File: src/acm_pkg.sv
// Purpose: Constants for the converter configuration and mode control block
// Assumes: APB slave with 32-bit data, 12-bit byte address, one word per register
// Notes: Per-channel registers sit in blocks of eight words, one per analog input
//
// Function
// - Active-low reset input starts full reset
// - Device held in reset while input low
// - Software reset available over register bus
// - Configuration registers reachable only in configuration mode
// - Start in configuration mode after any reset
// - Scratch register stores value, affects nothing
// - Setup mode bit one enters conversion mode
// - Standard sequencer enable reads one after reset
// - Advanced sequencer when enable zero, count nonzero
// - Command mode when both zero; cycle bit chooses
// - Setup bits act in same write as mode
// - Standard sequencer: channel zero config applies everywhere
// - Channel config holds alert, polarity, pairing, highZ, ratio
// - Enabled channels compared against own upper, lower
// - Alert-mode bit enables hysteresis of channel amount
// - Autocycle off after reset, set by own register
// - Regulator enable zero turns regulator off
// - Status error bit flags refused configuration writes
// - Clamp status shows overvoltage channels
// - Conversion mode transfers change no configuration
// - Mode command in conversion returns to configuration
// - Standard pass converts each enabled channel once
package acm_pkg;
	localparam logic [11:0] ADDR_SETUP = 12'h000;
	localparam logic [11:0] ADDR_STATUS = 12'h004;
	localparam logic [11:0] ADDR_SCRATCH = 12'h008;
	localparam logic [11:0] ADDR_SEQUENCER_CONTROL = 12'h00C;
	localparam logic [11:0] ADDR_STD_CHANS = 12'h010;
	localparam logic [11:0] ADDR_AUTOCYCLE = 12'h014;
	localparam logic [11:0] ADDR_CLAMP = 12'h018;
	localparam logic [11:0] ADDR_SOFT_RESET = 12'h01C;
	localparam logic [11:0] ADDR_COMMAND = 12'h020;
	localparam logic [11:0] ADDR_ALERT = 12'h024;
	localparam logic [11:0] BASE_CHAN_CFG = 12'h040;
	localparam logic [11:0] BASE_UPPER = 12'h060;
	localparam logic [11:0] BASE_LOWER = 12'h080;
	localparam logic [11:0] BASE_HYST = 12'h0A0;
	localparam logic [11:0] BASE_SLOT = 12'h0C0;
	localparam logic [11:0] BASE_OFFSET = 12'h0E0;
	localparam logic [11:0] BASE_GAIN = 12'h100;
	// Setup register fields
	localparam int SETUP_CONV_BIT = 0;
	localparam int SETUP_REG_EN_BIT = 1;
	localparam int SETUP_ALERT_HYST_BIT = 2;
	localparam int SETUP_CYCLE_BIT = 3;
	localparam logic [3:0] SETUP_RESET = 4'h2;
	// Sequencer control fields
	localparam int SEQ_STD_BIT = 7;
	localparam logic [7:0] SEQUENCER_CONTROL_RESET = 8'h80;
	localparam logic [7:0] STD_CHANS_RESET = 8'hFF;
	localparam logic [3:0] AUTOCYCLE_RESET = 4'h0;
	localparam logic [15:0] UPPER_RESET = 16'hFFFF;
	localparam logic [15:0] LOWER_RESET = 16'h0000;
	localparam logic [7:0] HYST_RESET = 8'h00;
	localparam logic [15:0] OFFSET_RESET = 16'h0000;
	localparam logic [15:0] GAIN_RESET = 16'h8000;
	localparam logic [5:0] CHAN_CFG_RESET = 6'h00;
	// Channel config fields
	localparam int CFG_ALERT_BIT = 0;
	localparam int CFG_POLARITY_BIT = 1;
	localparam int CFG_PAIRING_BIT = 2;
	localparam int CFG_HIGHZ_BIT = 3;
	// Commands sent in a conversion frame; values are arbitrary
	localparam logic [4:0] CMD_CONFIG_MODE = 5'h0A;
	localparam logic [1:0] CMD_CHAN_PREFIX = 2'h2;
	localparam logic [31:0] SOFT_RESET_KEY = 32'h0000005A;

	typedef enum logic [1:0] {
		SEQ_STANDARD = 2'b00,
		SEQ_ADVANCED = 2'b01,
		SEQ_TWO_CYCLE = 2'b10,
		SEQ_ONE_CYCLE = 2'b11
	} acm_seq_mode_type;
endpackage

File: src/acm_config_mode_control.sv
// Purpose: Register bank, operating mode and channel sequencing for the converter
// Assumes: APB master on ref_clk; conversion start and clamp levels arrive from pins
// Notes: Conversion results arrive on ref_clk from the converter core
`timescale 1ns/1ns
module acm_config_mode_control (
	// Clock and reset
	input wire logic ref_clk,
	input wire logic rst_n,
	// APB slave
	input wire logic psel,
	input wire logic penable,
	input wire logic pwrite,
	input wire logic [11:0] paddr,
	input wire logic [31:0] pwdata,
	output logic [31:0] prdata,
	output logic pready,
	output logic pslverr,
	// Pins from outside the clock domain
	input wire logic convStartPin,
	input wire logic [7:0] clampPins,
	// Converter core results
	input wire logic resultValid,
	input wire logic [15:0] resultData,
	// Device controls
	output logic convMode,
	output logic regulatorOn,
	output logic [1:0] seqMode,
	output logic [2:0] muxChannel,
	output logic [5:0] activeConfig,
	output logic autocycleOn,
	output logic [2:0] autocycleRate,
	output logic alertOut
);
	// ****************************************
	// Decoding helpers
	// ****************************************
	function automatic logic inBlock(input logic [11:0] addr, input logic [11:0] base);
		inBlock = (addr[11:5] == base[11:5]);
	endfunction

	function automatic logic [2:0] nextEnabled(input logic [7:0] mask, input logic [2:0] cur);
		logic [2:0] idx;
		nextEnabled = cur;
		for (int k = 8; k >= 1; k--) begin
			idx = 3'(cur + 3'(k));
			if (mask[idx]) begin
				nextEnabled = idx;
			end
		end
	endfunction

	// ****************************************
	// Registers
	// ****************************************
	logic [3:0] setup_r;
	logic statusErr_r;
	logic [31:0] scratch_r;
	logic [7:0] seqCtrl_r;
	logic [7:0] stdChans_r;
	logic [3:0] autocycle_r;
	logic [5:0] chanCfg_r [8];
	logic [15:0] upper_r [8];
	logic [15:0] lower_r [8];
	logic [7:0] hyst_r [8];
	logic [2:0] slot_r [8];
	logic [15:0] offset_r [8];
	logic [15:0] gain_r [8];
	logic [7:0] alertState_r;
	logic softRst_r;
	logic [2:0] slotIdx_r;
	logic [2:0] pendChan_r;
	logic pendValid_r;
	logic [2:0] convChan_r;
	logic [7:0] clampStable_r;
	logic convStable_r;
	logic convPrev_r;
	logic regRst;
	logic access;
	logic wrEn;
	logic cfgAddr;
	logic mapped;
	logic refuse;
	logic [2:0] idx;
	logic [3:0] slotCount;
	logic [31:0] rdValue;
	logic cmdWrite;
	logic convEdge;
	acm_pkg::acm_seq_mode_type seqMode_nxt;

	// Hardware reset holds everything while low; software reset lasts one cycle
	assign regRst = !rst_n || softRst_r;
	assign access = psel && penable;
	assign wrEn = access && pready && pwrite;
	assign idx = paddr[4:2];
	assign slotCount = seqCtrl_r[3:0];
	assign cmdWrite = wrEn && convMode && (paddr == acm_pkg::ADDR_COMMAND);

	// ****************************************
	// Address map
	// ****************************************
	always_comb begin
		cfgAddr = 1'b1;
		mapped = 1'b1;
		case (paddr)
			acm_pkg::ADDR_SETUP: rdValue = {28'h0, setup_r};
			acm_pkg::ADDR_STATUS: begin
				rdValue = {30'h0, convMode, statusErr_r};
				cfgAddr = 1'b0;
			end
			acm_pkg::ADDR_SCRATCH: rdValue = scratch_r;
			acm_pkg::ADDR_SEQUENCER_CONTROL: rdValue = {24'h0, seqCtrl_r};
			acm_pkg::ADDR_STD_CHANS: rdValue = {24'h0, stdChans_r};
			acm_pkg::ADDR_AUTOCYCLE: rdValue = {28'h0, autocycle_r};
			acm_pkg::ADDR_CLAMP: rdValue = {24'h0, clampStable_r};
			acm_pkg::ADDR_SOFT_RESET: rdValue = 32'h0;
			acm_pkg::ADDR_COMMAND: begin
				rdValue = 32'h0;
				cfgAddr = 1'b0;
			end
			acm_pkg::ADDR_ALERT: rdValue = {24'h0, alertState_r};
			default: begin
				if (inBlock(paddr, acm_pkg::BASE_CHAN_CFG)) begin
					rdValue = {26'h0, chanCfg_r[idx]};
				end else if (inBlock(paddr, acm_pkg::BASE_UPPER)) begin
					rdValue = {16'h0, upper_r[idx]};
				end else if (inBlock(paddr, acm_pkg::BASE_LOWER)) begin
					rdValue = {16'h0, lower_r[idx]};
				end else if (inBlock(paddr, acm_pkg::BASE_HYST)) begin
					rdValue = {24'h0, hyst_r[idx]};
				end else if (inBlock(paddr, acm_pkg::BASE_SLOT)) begin
					rdValue = {29'h0, slot_r[idx]};
				end else if (inBlock(paddr, acm_pkg::BASE_OFFSET)) begin
					rdValue = {16'h0, offset_r[idx]};
				end else if (inBlock(paddr, acm_pkg::BASE_GAIN)) begin
					rdValue = {16'h0, gain_r[idx]};
				end else begin
					rdValue = 32'h0;
					mapped = 1'b0;
				end
			end
		endcase
		// Unmapped, misaligned, read-only targets or config access while converting
		refuse = !mapped || (paddr[1:0] != 2'h0) || (cfgAddr && convMode)
			|| (pwrite && ((paddr == acm_pkg::ADDR_CLAMP) || (paddr == acm_pkg::ADDR_ALERT)))
			|| (!convMode && (paddr == acm_pkg::ADDR_COMMAND));
	end

	// ****************************************
	// APB answer: one wait state, data and error from flops
	// ****************************************
	always_ff @(posedge ref_clk) begin
		if (!rst_n) begin
			pready <= 1'b0;
			pslverr <= 1'b0;
			prdata <= 32'h0;
		end else begin
			pready <= access && !pready;
			pslverr <= access && !pready && refuse;
			prdata <= (access && !pready && !pwrite && !refuse) ? rdValue : 32'h0;
		end
	end

	// ****************************************
	// Setup, mode and software reset
	// ****************************************
	always_ff @(posedge ref_clk) begin
		if (regRst) begin
			setup_r <= acm_pkg::SETUP_RESET;
		end else if (wrEn && !refuse && paddr == acm_pkg::ADDR_SETUP) begin
			setup_r <= pwdata[3:0];
		end else if (cmdWrite && pwdata[4:0] == acm_pkg::CMD_CONFIG_MODE) begin
			setup_r[acm_pkg::SETUP_CONV_BIT] <= 1'b0;
		end
	end

	always_ff @(posedge ref_clk) begin
		if (!rst_n) begin
			softRst_r <= 1'b0;
		end else begin
			softRst_r <= wrEn && !refuse && paddr == acm_pkg::ADDR_SOFT_RESET
				&& pwdata == acm_pkg::SOFT_RESET_KEY;
		end
	end

	always_ff @(posedge ref_clk) begin
		if (regRst) begin
			statusErr_r <= 1'b0;
		end else if (access && !pready && pwrite && refuse) begin
			statusErr_r <= 1'b1;
		end else if (wrEn && paddr == acm_pkg::ADDR_STATUS && pwdata[0]) begin
			statusErr_r <= 1'b0;
		end
	end

	// ****************************************
	// Plain configuration registers
	// ****************************************
	always_ff @(posedge ref_clk) begin
		if (regRst) begin
			scratch_r <= 32'h0;
			seqCtrl_r <= acm_pkg::SEQUENCER_CONTROL_RESET;
			stdChans_r <= acm_pkg::STD_CHANS_RESET;
			autocycle_r <= acm_pkg::AUTOCYCLE_RESET;
		end else if (wrEn && !refuse) begin
			case (paddr)
				acm_pkg::ADDR_SCRATCH: scratch_r <= pwdata;
				acm_pkg::ADDR_SEQUENCER_CONTROL: seqCtrl_r <= pwdata[7:0];
				acm_pkg::ADDR_STD_CHANS: stdChans_r <= pwdata[7:0];
				acm_pkg::ADDR_AUTOCYCLE: autocycle_r <= pwdata[3:0];
				default: begin
				end
			endcase
		end
	end

	// Per-channel registers, one generate slice per input
	for (genvar ch = 0; ch < 8; ch++) begin : g_chan
		logic hit;
		assign hit = wrEn && !refuse && (idx == 3'(ch));
		always_ff @(posedge ref_clk) begin
			if (regRst) begin
				chanCfg_r[ch] <= acm_pkg::CHAN_CFG_RESET;
				upper_r[ch] <= acm_pkg::UPPER_RESET;
				lower_r[ch] <= acm_pkg::LOWER_RESET;
				hyst_r[ch] <= acm_pkg::HYST_RESET;
				slot_r[ch] <= 3'h0;
				offset_r[ch] <= acm_pkg::OFFSET_RESET;
				gain_r[ch] <= acm_pkg::GAIN_RESET;
			end else if (hit) begin
				if (inBlock(paddr, acm_pkg::BASE_CHAN_CFG)) begin
					chanCfg_r[ch] <= pwdata[5:0];
				end
				if (inBlock(paddr, acm_pkg::BASE_UPPER)) begin
					upper_r[ch] <= pwdata[15:0];
				end
				if (inBlock(paddr, acm_pkg::BASE_LOWER)) begin
					lower_r[ch] <= pwdata[15:0];
				end
				if (inBlock(paddr, acm_pkg::BASE_HYST)) begin
					hyst_r[ch] <= pwdata[7:0];
				end
				if (inBlock(paddr, acm_pkg::BASE_SLOT)) begin
					slot_r[ch] <= pwdata[2:0];
				end
				if (inBlock(paddr, acm_pkg::BASE_OFFSET)) begin
					offset_r[ch] <= pwdata[15:0];
				end
				if (inBlock(paddr, acm_pkg::BASE_GAIN)) begin
					gain_r[ch] <= pwdata[15:0];
				end
			end
		end
	end

	// ****************************************
	// Pin synchronisers: three stages, change accepted when last two agree
	// ****************************************
	logic [8:0] sync1_r;
	logic [8:0] sync2_r;
	logic [8:0] sync3_r;
	always_ff @(posedge ref_clk) begin
		if (!rst_n) begin
			sync1_r <= 9'h000;
			sync2_r <= 9'h000;
			sync3_r <= 9'h000;
		end else begin
			sync1_r <= {convStartPin, clampPins};
			sync2_r <= sync1_r;
			sync3_r <= sync2_r;
		end
	end

	for (genvar b = 0; b < 8; b++) begin : g_clamp
		always_ff @(posedge ref_clk) begin
			if (!rst_n) begin
				clampStable_r[b] <= 1'b0;
			end else if (sync2_r[b] == sync3_r[b]) begin
				clampStable_r[b] <= sync3_r[b];
			end
		end
	end

	always_ff @(posedge ref_clk) begin
		if (!rst_n) begin
			convStable_r <= 1'b0;
			convPrev_r <= 1'b0;
		end else begin
			if (sync2_r[8] == sync3_r[8]) begin
				convStable_r <= sync3_r[8];
			end
			convPrev_r <= convStable_r;
		end
	end
	assign convEdge = convStable_r && !convPrev_r;

	// ****************************************
	// Sequencing mode and channel stepping
	// ****************************************
	always_comb begin
		if (seqCtrl_r[acm_pkg::SEQ_STD_BIT]) begin
			seqMode_nxt = acm_pkg::SEQ_STANDARD;
		end else if (slotCount != 4'h0) begin
			seqMode_nxt = acm_pkg::SEQ_ADVANCED;
		end else if (setup_r[acm_pkg::SETUP_CYCLE_BIT]) begin
			seqMode_nxt = acm_pkg::SEQ_ONE_CYCLE;
		end else begin
			seqMode_nxt = acm_pkg::SEQ_TWO_CYCLE;
		end
	end

	always_ff @(posedge ref_clk) begin
		if (regRst) begin
			muxChannel <= 3'h0;
			slotIdx_r <= 3'h0;
			pendChan_r <= 3'h0;
			pendValid_r <= 1'b0;
			convChan_r <= 3'h0;
		end else if (!convMode) begin
			slotIdx_r <= 3'h0;
			pendValid_r <= 1'b0;
			muxChannel <= (seqMode_nxt == acm_pkg::SEQ_ADVANCED) ? slot_r[0]
				: nextEnabled(stdChans_r, 3'h7);
		end else if (cmdWrite && pwdata[4:3] == acm_pkg::CMD_CHAN_PREFIX
			&& seqMode_nxt == acm_pkg::SEQ_ONE_CYCLE) begin
			muxChannel <= pwdata[2:0];
		end else if (cmdWrite && pwdata[4:3] == acm_pkg::CMD_CHAN_PREFIX
			&& seqMode_nxt == acm_pkg::SEQ_TWO_CYCLE) begin
			pendChan_r <= pwdata[2:0];
			pendValid_r <= 1'b1;
		end else if (convEdge) begin
			convChan_r <= muxChannel;
			case (seqMode_nxt)
				acm_pkg::SEQ_STANDARD: muxChannel <= nextEnabled(stdChans_r, muxChannel);
				acm_pkg::SEQ_ADVANCED: begin
					// Slot counts above eight wrap naturally at the 3-bit index
					slotIdx_r <= (4'(slotIdx_r) + 4'h1 >= slotCount) ? 3'h0 : 3'(slotIdx_r + 3'h1);
					muxChannel <= slot_r[(4'(slotIdx_r) + 4'h1 >= slotCount) ? 3'h0 : 3'(slotIdx_r + 3'h1)];
				end
				acm_pkg::SEQ_TWO_CYCLE: begin
					if (pendValid_r) begin
						muxChannel <= pendChan_r;
					end
					pendValid_r <= 1'b0;
				end
				default: begin
				end
			endcase
		end
	end

	// ****************************************
	// Threshold alerts with optional hysteresis
	// ****************************************
	logic [5:0] resCfg;
	logic [16:0] upperLow;
	logic [16:0] lowerHigh;
	logic outside;
	logic backInside;
	assign resCfg = seqCtrl_r[acm_pkg::SEQ_STD_BIT] ? chanCfg_r[0] : chanCfg_r[convChan_r];
	assign outside = (resultData > upper_r[convChan_r]) || (resultData < lower_r[convChan_r]);
	assign upperLow = {1'b0, upper_r[convChan_r]} - (setup_r[acm_pkg::SETUP_ALERT_HYST_BIT]
		? {9'h0, hyst_r[convChan_r]} : 17'h0);
	assign lowerHigh = {1'b0, lower_r[convChan_r]} + (setup_r[acm_pkg::SETUP_ALERT_HYST_BIT]
		? {9'h0, hyst_r[convChan_r]} : 17'h0);
	assign backInside = ({1'b0, resultData} <= upperLow) && ({1'b0, resultData} >= lowerHigh);

	always_ff @(posedge ref_clk) begin
		if (regRst) begin
			alertState_r <= 8'h00;
		end else if (resultValid && convMode && resCfg[acm_pkg::CFG_ALERT_BIT]) begin
			if (outside) begin
				alertState_r[convChan_r] <= 1'b1;
			end else if (backInside) begin
				alertState_r[convChan_r] <= 1'b0;
			end
		end
	end

	// ****************************************
	// Registered outputs
	// ****************************************
	always_ff @(posedge ref_clk) begin
		if (regRst) begin
			seqMode <= acm_pkg::SEQ_STANDARD;
			activeConfig <= acm_pkg::CHAN_CFG_RESET;
			alertOut <= 1'b0;
		end else begin
			seqMode <= seqMode_nxt;
			activeConfig <= seqCtrl_r[acm_pkg::SEQ_STD_BIT] ? chanCfg_r[0] : chanCfg_r[muxChannel];
			alertOut <= |alertState_r;
		end
	end

	assign convMode = setup_r[acm_pkg::SETUP_CONV_BIT];
	assign regulatorOn = setup_r[acm_pkg::SETUP_REG_EN_BIT];
	assign autocycleOn = autocycle_r[0];
	assign autocycleRate = autocycle_r[3:1];
endmodule

File: config.mk
export PLATFORM = sky130hd
export DESIGN_NAME = acm_config_mode_control
export DESIGN_NICKNAME = d
export VERILOG_FILES = /design/src/acm_pkg.sv /design/src/acm_config_mode_control.sv
export SDC_FILE = /design/constraint.sdc
export NUM_CORES = 2
export LEC_CHECK = 0
export ABC_AREA = 0
export ABC_CLOCK_PERIOD_IN_PS = 7300
export BUFFER_PORTS_ARGS = -buffer_cell sky130_fd_sc_hd__clkbuf_2
export CAP_MARGIN = 10
export CORE_UTILIZATION = 40
export CTS_CLUSTER_DIAMETER = 100
export DETAILED_ROUTE_END_ITERATION = 7
export SLEW_MARGIN = 20
export SYNTH_ARGS = -nofsm -noshare
export SYNTH_HDL_FRONTEND = slang
export SYNTH_SLANG_ARGS = --single-unit
File: constraint.sdc
create_clock -name ref_clk -period 7.3 [get_ports ref_clk]
set_input_delay 0.73 -clock ref_clk [delete_from_list [all_inputs] [get_ports ref_clk]]
set_output_delay 0.73 -clock ref_clk [all_outputs]
set_load 0.02 [all_outputs]
After elaboration in Yosys (flattened, before gate mapping)

Memories as Yosys holds them, arrays and structs flattened. A register that Yosys moved wholly into a read port is not among the register bits.
Cells that the tools add are included.

Flip-flop bits (word level): 159
Bits in latches: 0
Bits in writable memories: 648
ROM bits: 0
Bits of input ports: 75
Output and inout bits: 52
Word-level logic and storage cells: 559
Memories kept: 7

Memory list:

| name            | depth | bits a word | read ports | clocked after memory_dff | write ports | line                          | source |
|---|---|---|---|---|---|---|---|
| gain_r          | 8     | 16          | 1          | 0                        | 8           | acm_config_mode_control.sv:67 | `logic [15:0] gain_r [8];` |
| lower_r         | 8     | 16          | 2          | 1                        | 8           | acm_config_mode_control.sv:63 | `logic [15:0] lower_r [8];` |
| offset_r        | 8     | 16          | 1          | 0                        | 8           | acm_config_mode_control.sv:66 | `logic [15:0] offset_r [8];` |
| upper_r         | 8     | 16          | 2          | 1                        | 8           | acm_config_mode_control.sv:62 | `logic [15:0] upper_r [8];` |
| hyst_r          | 8     | 8           | 2          | 1                        | 8           | acm_config_mode_control.sv:64 | `logic [7:0] hyst_r [8];` |
| chanCfg_r       | 8     | 6           | 4          | 2                        | 8           | acm_config_mode_control.sv:61 | `logic [5:0] chanCfg_r [8];` |
| 1 more memories | --    | --          | --         | --                       | --          | --                            |  |

Add/subtract/negate cells: 11
$mul: 0
Divide/modulo/power cells: 0
$lt $le $gt $ge: 14
Eq/ne operators: 43
Shift operators: 0
Multiplexer cells: 312
Bitwise operators: 62
Reduce and logical (&&, ||, !) cells: 77

Operator list:

| operator              | count |
|---|---|
| $mux W16              | 39 |
| $pmux W32 S9          | 1 |
| $mux W1               | 203 |
| $mux W3               | 38 |
| $mux W8               | 11 |
| $or A1 B1 Y1          | 56 |
| $mux W6               | 9 |
| $eq A12 B5 Y1 const B | 4 |
| $logic_and A1 B1 Y1   | 37 |
| $eq A32 B7 Y1 const B | 1 |
| $lt A3 B4 Y1 const B  | 8 |
| $eq A7 B3 Y1 const B  | 4 |
| $eq A12 B4 Y1 const B | 2 |
| $eq A12 B6 Y1 const B | 2 |
| $bmux W1 S3           | 7 |
| $add A16 B8 Y17       | 1 |
| $ge A16 B17 Y1        | 1 |
| $le A16 B17 Y1        | 1 |
| $sub A16 B17 Y17      | 1 |
| $gt A16 B16 Y1        | 1 |
| $lt A16 B16 Y1        | 1 |
| $eq A7 B2 Y1 const B  | 2 |
| $add A3 B3 Y3 const B | 4 |
| $eq A12 B3 Y1 const B | 1 |
| 39 further kinds      | 84 |

Logic depth before layout (Yosys ltp)

Word-level depth: 21
Gate-level depth with buffers: 29

Worst setup path after synthesis

Ideal clock, no wire load.

Kind: register -> register
Start: reg with a tool-made name
End: reg with a tool-made name
Arrival: 5.827 ns
Data required time: 7.184 ns
Setup slack: 1.357 ns
Cell stages (with the launch flop): 26
Buffers on the path: 4
Clock period less this slack: 5.943 ns
Path through: dfxtp_1 > buf_2 > buf_2 > buf_2 > buf_1 > mux4_2 > mux2i_1 > inv_1 > ha_1 > nor2b_1 > o21ai_0 > a21boi_0 > or3_1 > a21oi_1 > o21a_1 > nand3b_1 > xnor2_1 > ha_1 > nand2_1 > nor2_1 > a2111oi_0 > o21ai_0 > a41o_1 > a311oi_1 > nand2_1 > a31o_2

==> flow_summary.yaml <==
route:
  final_antenna_net_count: 0
  drtIter0Drc: 3308
  drt-wirelength-per-cell_um: 26.7
  drt_wl_total_mm: 128
  drc: 0
  via_count: 28200
  first_pass_iters: 6
  via_per_inst: 5.88
place:
  place_congestion: 0.889
  dp_hpwl_mm: 82.8
  io_buffers: 126
  placed_area_um2: 44400
  dp_slack_ns: 1.34
setup_path:
  crit_slowest_cell: "dfxtp_4"
  crit_arrival_ns: 6.50
  start_kind: "register"
  cp_cell_sequence: "buf_12 > mux4_2 > mux2i_1 > inv_1 > ha_1 > o21ai_0 > a21boi_0 > or3_1 > a21oi_1 > o21a_1 > nand3b_1 > xnor2_1 > ha_1 > nand2_1 > nor2_1 > a2111oi_0 > o21ai_0 > a41o_1 > a311oi_1 > buf_4 > nand2_1 > a31o_2"
  path_class: "register to register"
  endpoint_kind: "register"
  crit_buf_inv: 3
  crit_family: "compound AO/OA/AOI/OAI gates"
  slowest_delay_ns: 0.67
  crit_required_ns: 7.84
  crit_fanout: 49
synth:
  synth_area_um2: 42300
  yosysMostFrequentCell: "edfxtp_1"
  synth_area_leaders: "edfxtp_1 (46%), mux4_2 (15%), dfxtp_1 (7.8%)"
  synthTopCellsByCount: "edfxtp_1 (648), and2_1 (427), mux4_2 (273)"
  ys_types: 80
  synth_top_area_share_pct: 46.0
  async_flop_share_pct: 0
  synth_edf_count: 648
  synth_warnings: 0
  synth_area_per_cell_um2: 12.8
  syn_nets: 3478
  yosys.area.top_type: "edfxtp_1"
  synth_flop_cell: "edfxtp_1"
  synth_seq_cells: 813
  ys_seq_area_share_pct: 53.8
  netlist_instances: 3311
finish:
  finalNetCount: 3505
  area_growth_pct: 11.8
  fillers: 9363
  final_area_um2: 47300
  drive_gt1_share_pct: 20.7
sta:
  fmax_mhz: 168
  setup_viol: 0
  final_hold_viol_count: 0
  rsz0062_at_grt: "false"
  fin_crit_ns: 5.96
  final.setup.tns_ns: 0
  skew_ns: 0.0236
  setup_ws_ns: 1.34
  final_max_slew_viol_count: 0
  slew_headroom_pct: 24.5
  finalCritPeriodShare_pct: 81.6
  worst_pin_slew_ns: 1.13
clock_network:
  cts_tree: "done"
  ctsResizeCount: 0
  hold_buffers: 0
  cts_setup_buffers: 0
  cts_inserted_buffers: 89
  cts_buffer_depth: 3
  path_clk_slew_ns: 0.06
  clkLatencyLatePin_ns: 0.67
  cts_root_buffer: "clkbuf_16"
  htree_levels: 3
  cts_sinks: 813
floorplan:
  die-area_um2: 107000
  die_x_um: 327
  row_count: 118
  die_h_um: 327
  initial_core_util_pct: 40.6
  io_pins: 127
  core_um2: 104000
global_route:
  antenna_found_initial: 4
  overflow: 0
  grt_pass1_vias: 27800
  grt_usage_pct: 23.7
  grt_pass1_wl_mm: 188
  grt_max_degree: 125
pwr:
  p_leak_nw: 16.4
  p_per_area_nw_per_um2: 217
  ir_drop_v: 0.000183
  power_mw: 10.3
min_path:
  hold_class: "primary input to register"
run_status:
  status: "completed"
job:
  cap_violations: 0
## metal layers
layer / part of all wire (%) / GRT usage, % / vias up
met4: 3.0 / 7.58 / 2
met3: 7.8 / 4.27 / 205
met2: 48 / 38.5 / 1183
li1: - / - / 12500
met5: 0.013 / 0 / -
met1: 41 / 32.3 / 14300
## sequential cells by signal, indices dropped and copies added, names as in the netlist, 6 cells and up, named ones only
signal         count
hyst_r            64
prdata            32
seqCtrl_r          8
lower_r          128
upper_r          128
sync3_r            9
gain_r           128
clampStable_r      8
activeConfig       6
sync1_r            9
offset_r         128
sync2_r            9
slot_r            24
scratch_r         32
chanCfg_r         48
stdChans_r         8
## final cells by class
class	instances	area, um2	area share [%]
clock inverters	49	419	0.885
clock buffers	116	2490	5.25
inverters	50	188	0.396
well taps	1380	1730	3.65
diodes	4	10.0	0.0211
multi-input cells	2163	18400	38.8
flip-flops and latches	813	22800	48.1
repair buffers	221	1380	2.92
## worst reg2reg max path: stages (launching register included)
cell and delay [ns]:
dfxtp_4 0.67, buf_12 0.43, mux4_2 0.59, mux2i_1 0.27
inv_1 0.08, ha_1 0.32, o21ai_0 0.12, a21boi_0 0.16
or3_1 0.35, a21oi_1 0.19, o21a_1 0.22, nand3b_1 0.10
xnor2_1 0.17, ha_1 0.30, nand2_1 0.08, nor2_1 0.05
a2111oi_0 0.43, o21ai_0 0.18, a41o_1 0.23, a311oi_1 0.31
buf_4 0.23, nand2_1 0.11, a31o_2 0.27
## layout by cell type (no fill, tap or decap), drive strengths merged, types with 48 or more instances in the layout
master  instances
a21oi         111
and2          427
and3           69
buf            97
clkbuf        240
dfxtp         165
edfxtp        648
ha             90
inv            51
mux2i         137
mux4          273
nand2         199
nand3          48
nor2          200
o21ai         112
or3           146
## kinds of logic (layout without fill, tap and decap cells)
family	Yosys count	after routing	share of synthesized area (%)
flops	813	813	53.8
fa+ha+maj	92	92	2.75
xor+xnor	31	31	0.641
mux	426	426	18.2
simple gates	1219	1219	15.7
buf+inv	335	436	3.18
compound gates	395	395	5.75
other cells	0	4	0
## power breakdown
part,switching (mW),internal [mW]
Clock,1.93,2.59
Sequential,0.0436,5.08
Combinational,0.419,0.226
Total,2.39,7.90
## metrics by stage
step | utilization (%) | hold slack [ns] | std cells
floorplan | - | 0.412 | 3311
global placement | 42.6 | 0.416 | 4627
detailed placement | 42.6 | 0.417 | 4627
CTS | 45.4 | 0.248 | 4792
global route | 45.4 | 0.266 | 4792
finish | 45.4 | 0.285 | 4796
## final timing paths
check	slack, ns	endpoint	startpoint	cells after the start
worst min-delay path	0.28	sync1_r[8]	convStartPin	2
worst max register to register	1.34	register	register	22
worst min register to register	0.43	sync2_r[7]	sync1_r[7]	1
worst max-delay path	1.34	register	register	22
Power figures use the tool's default switching activity.
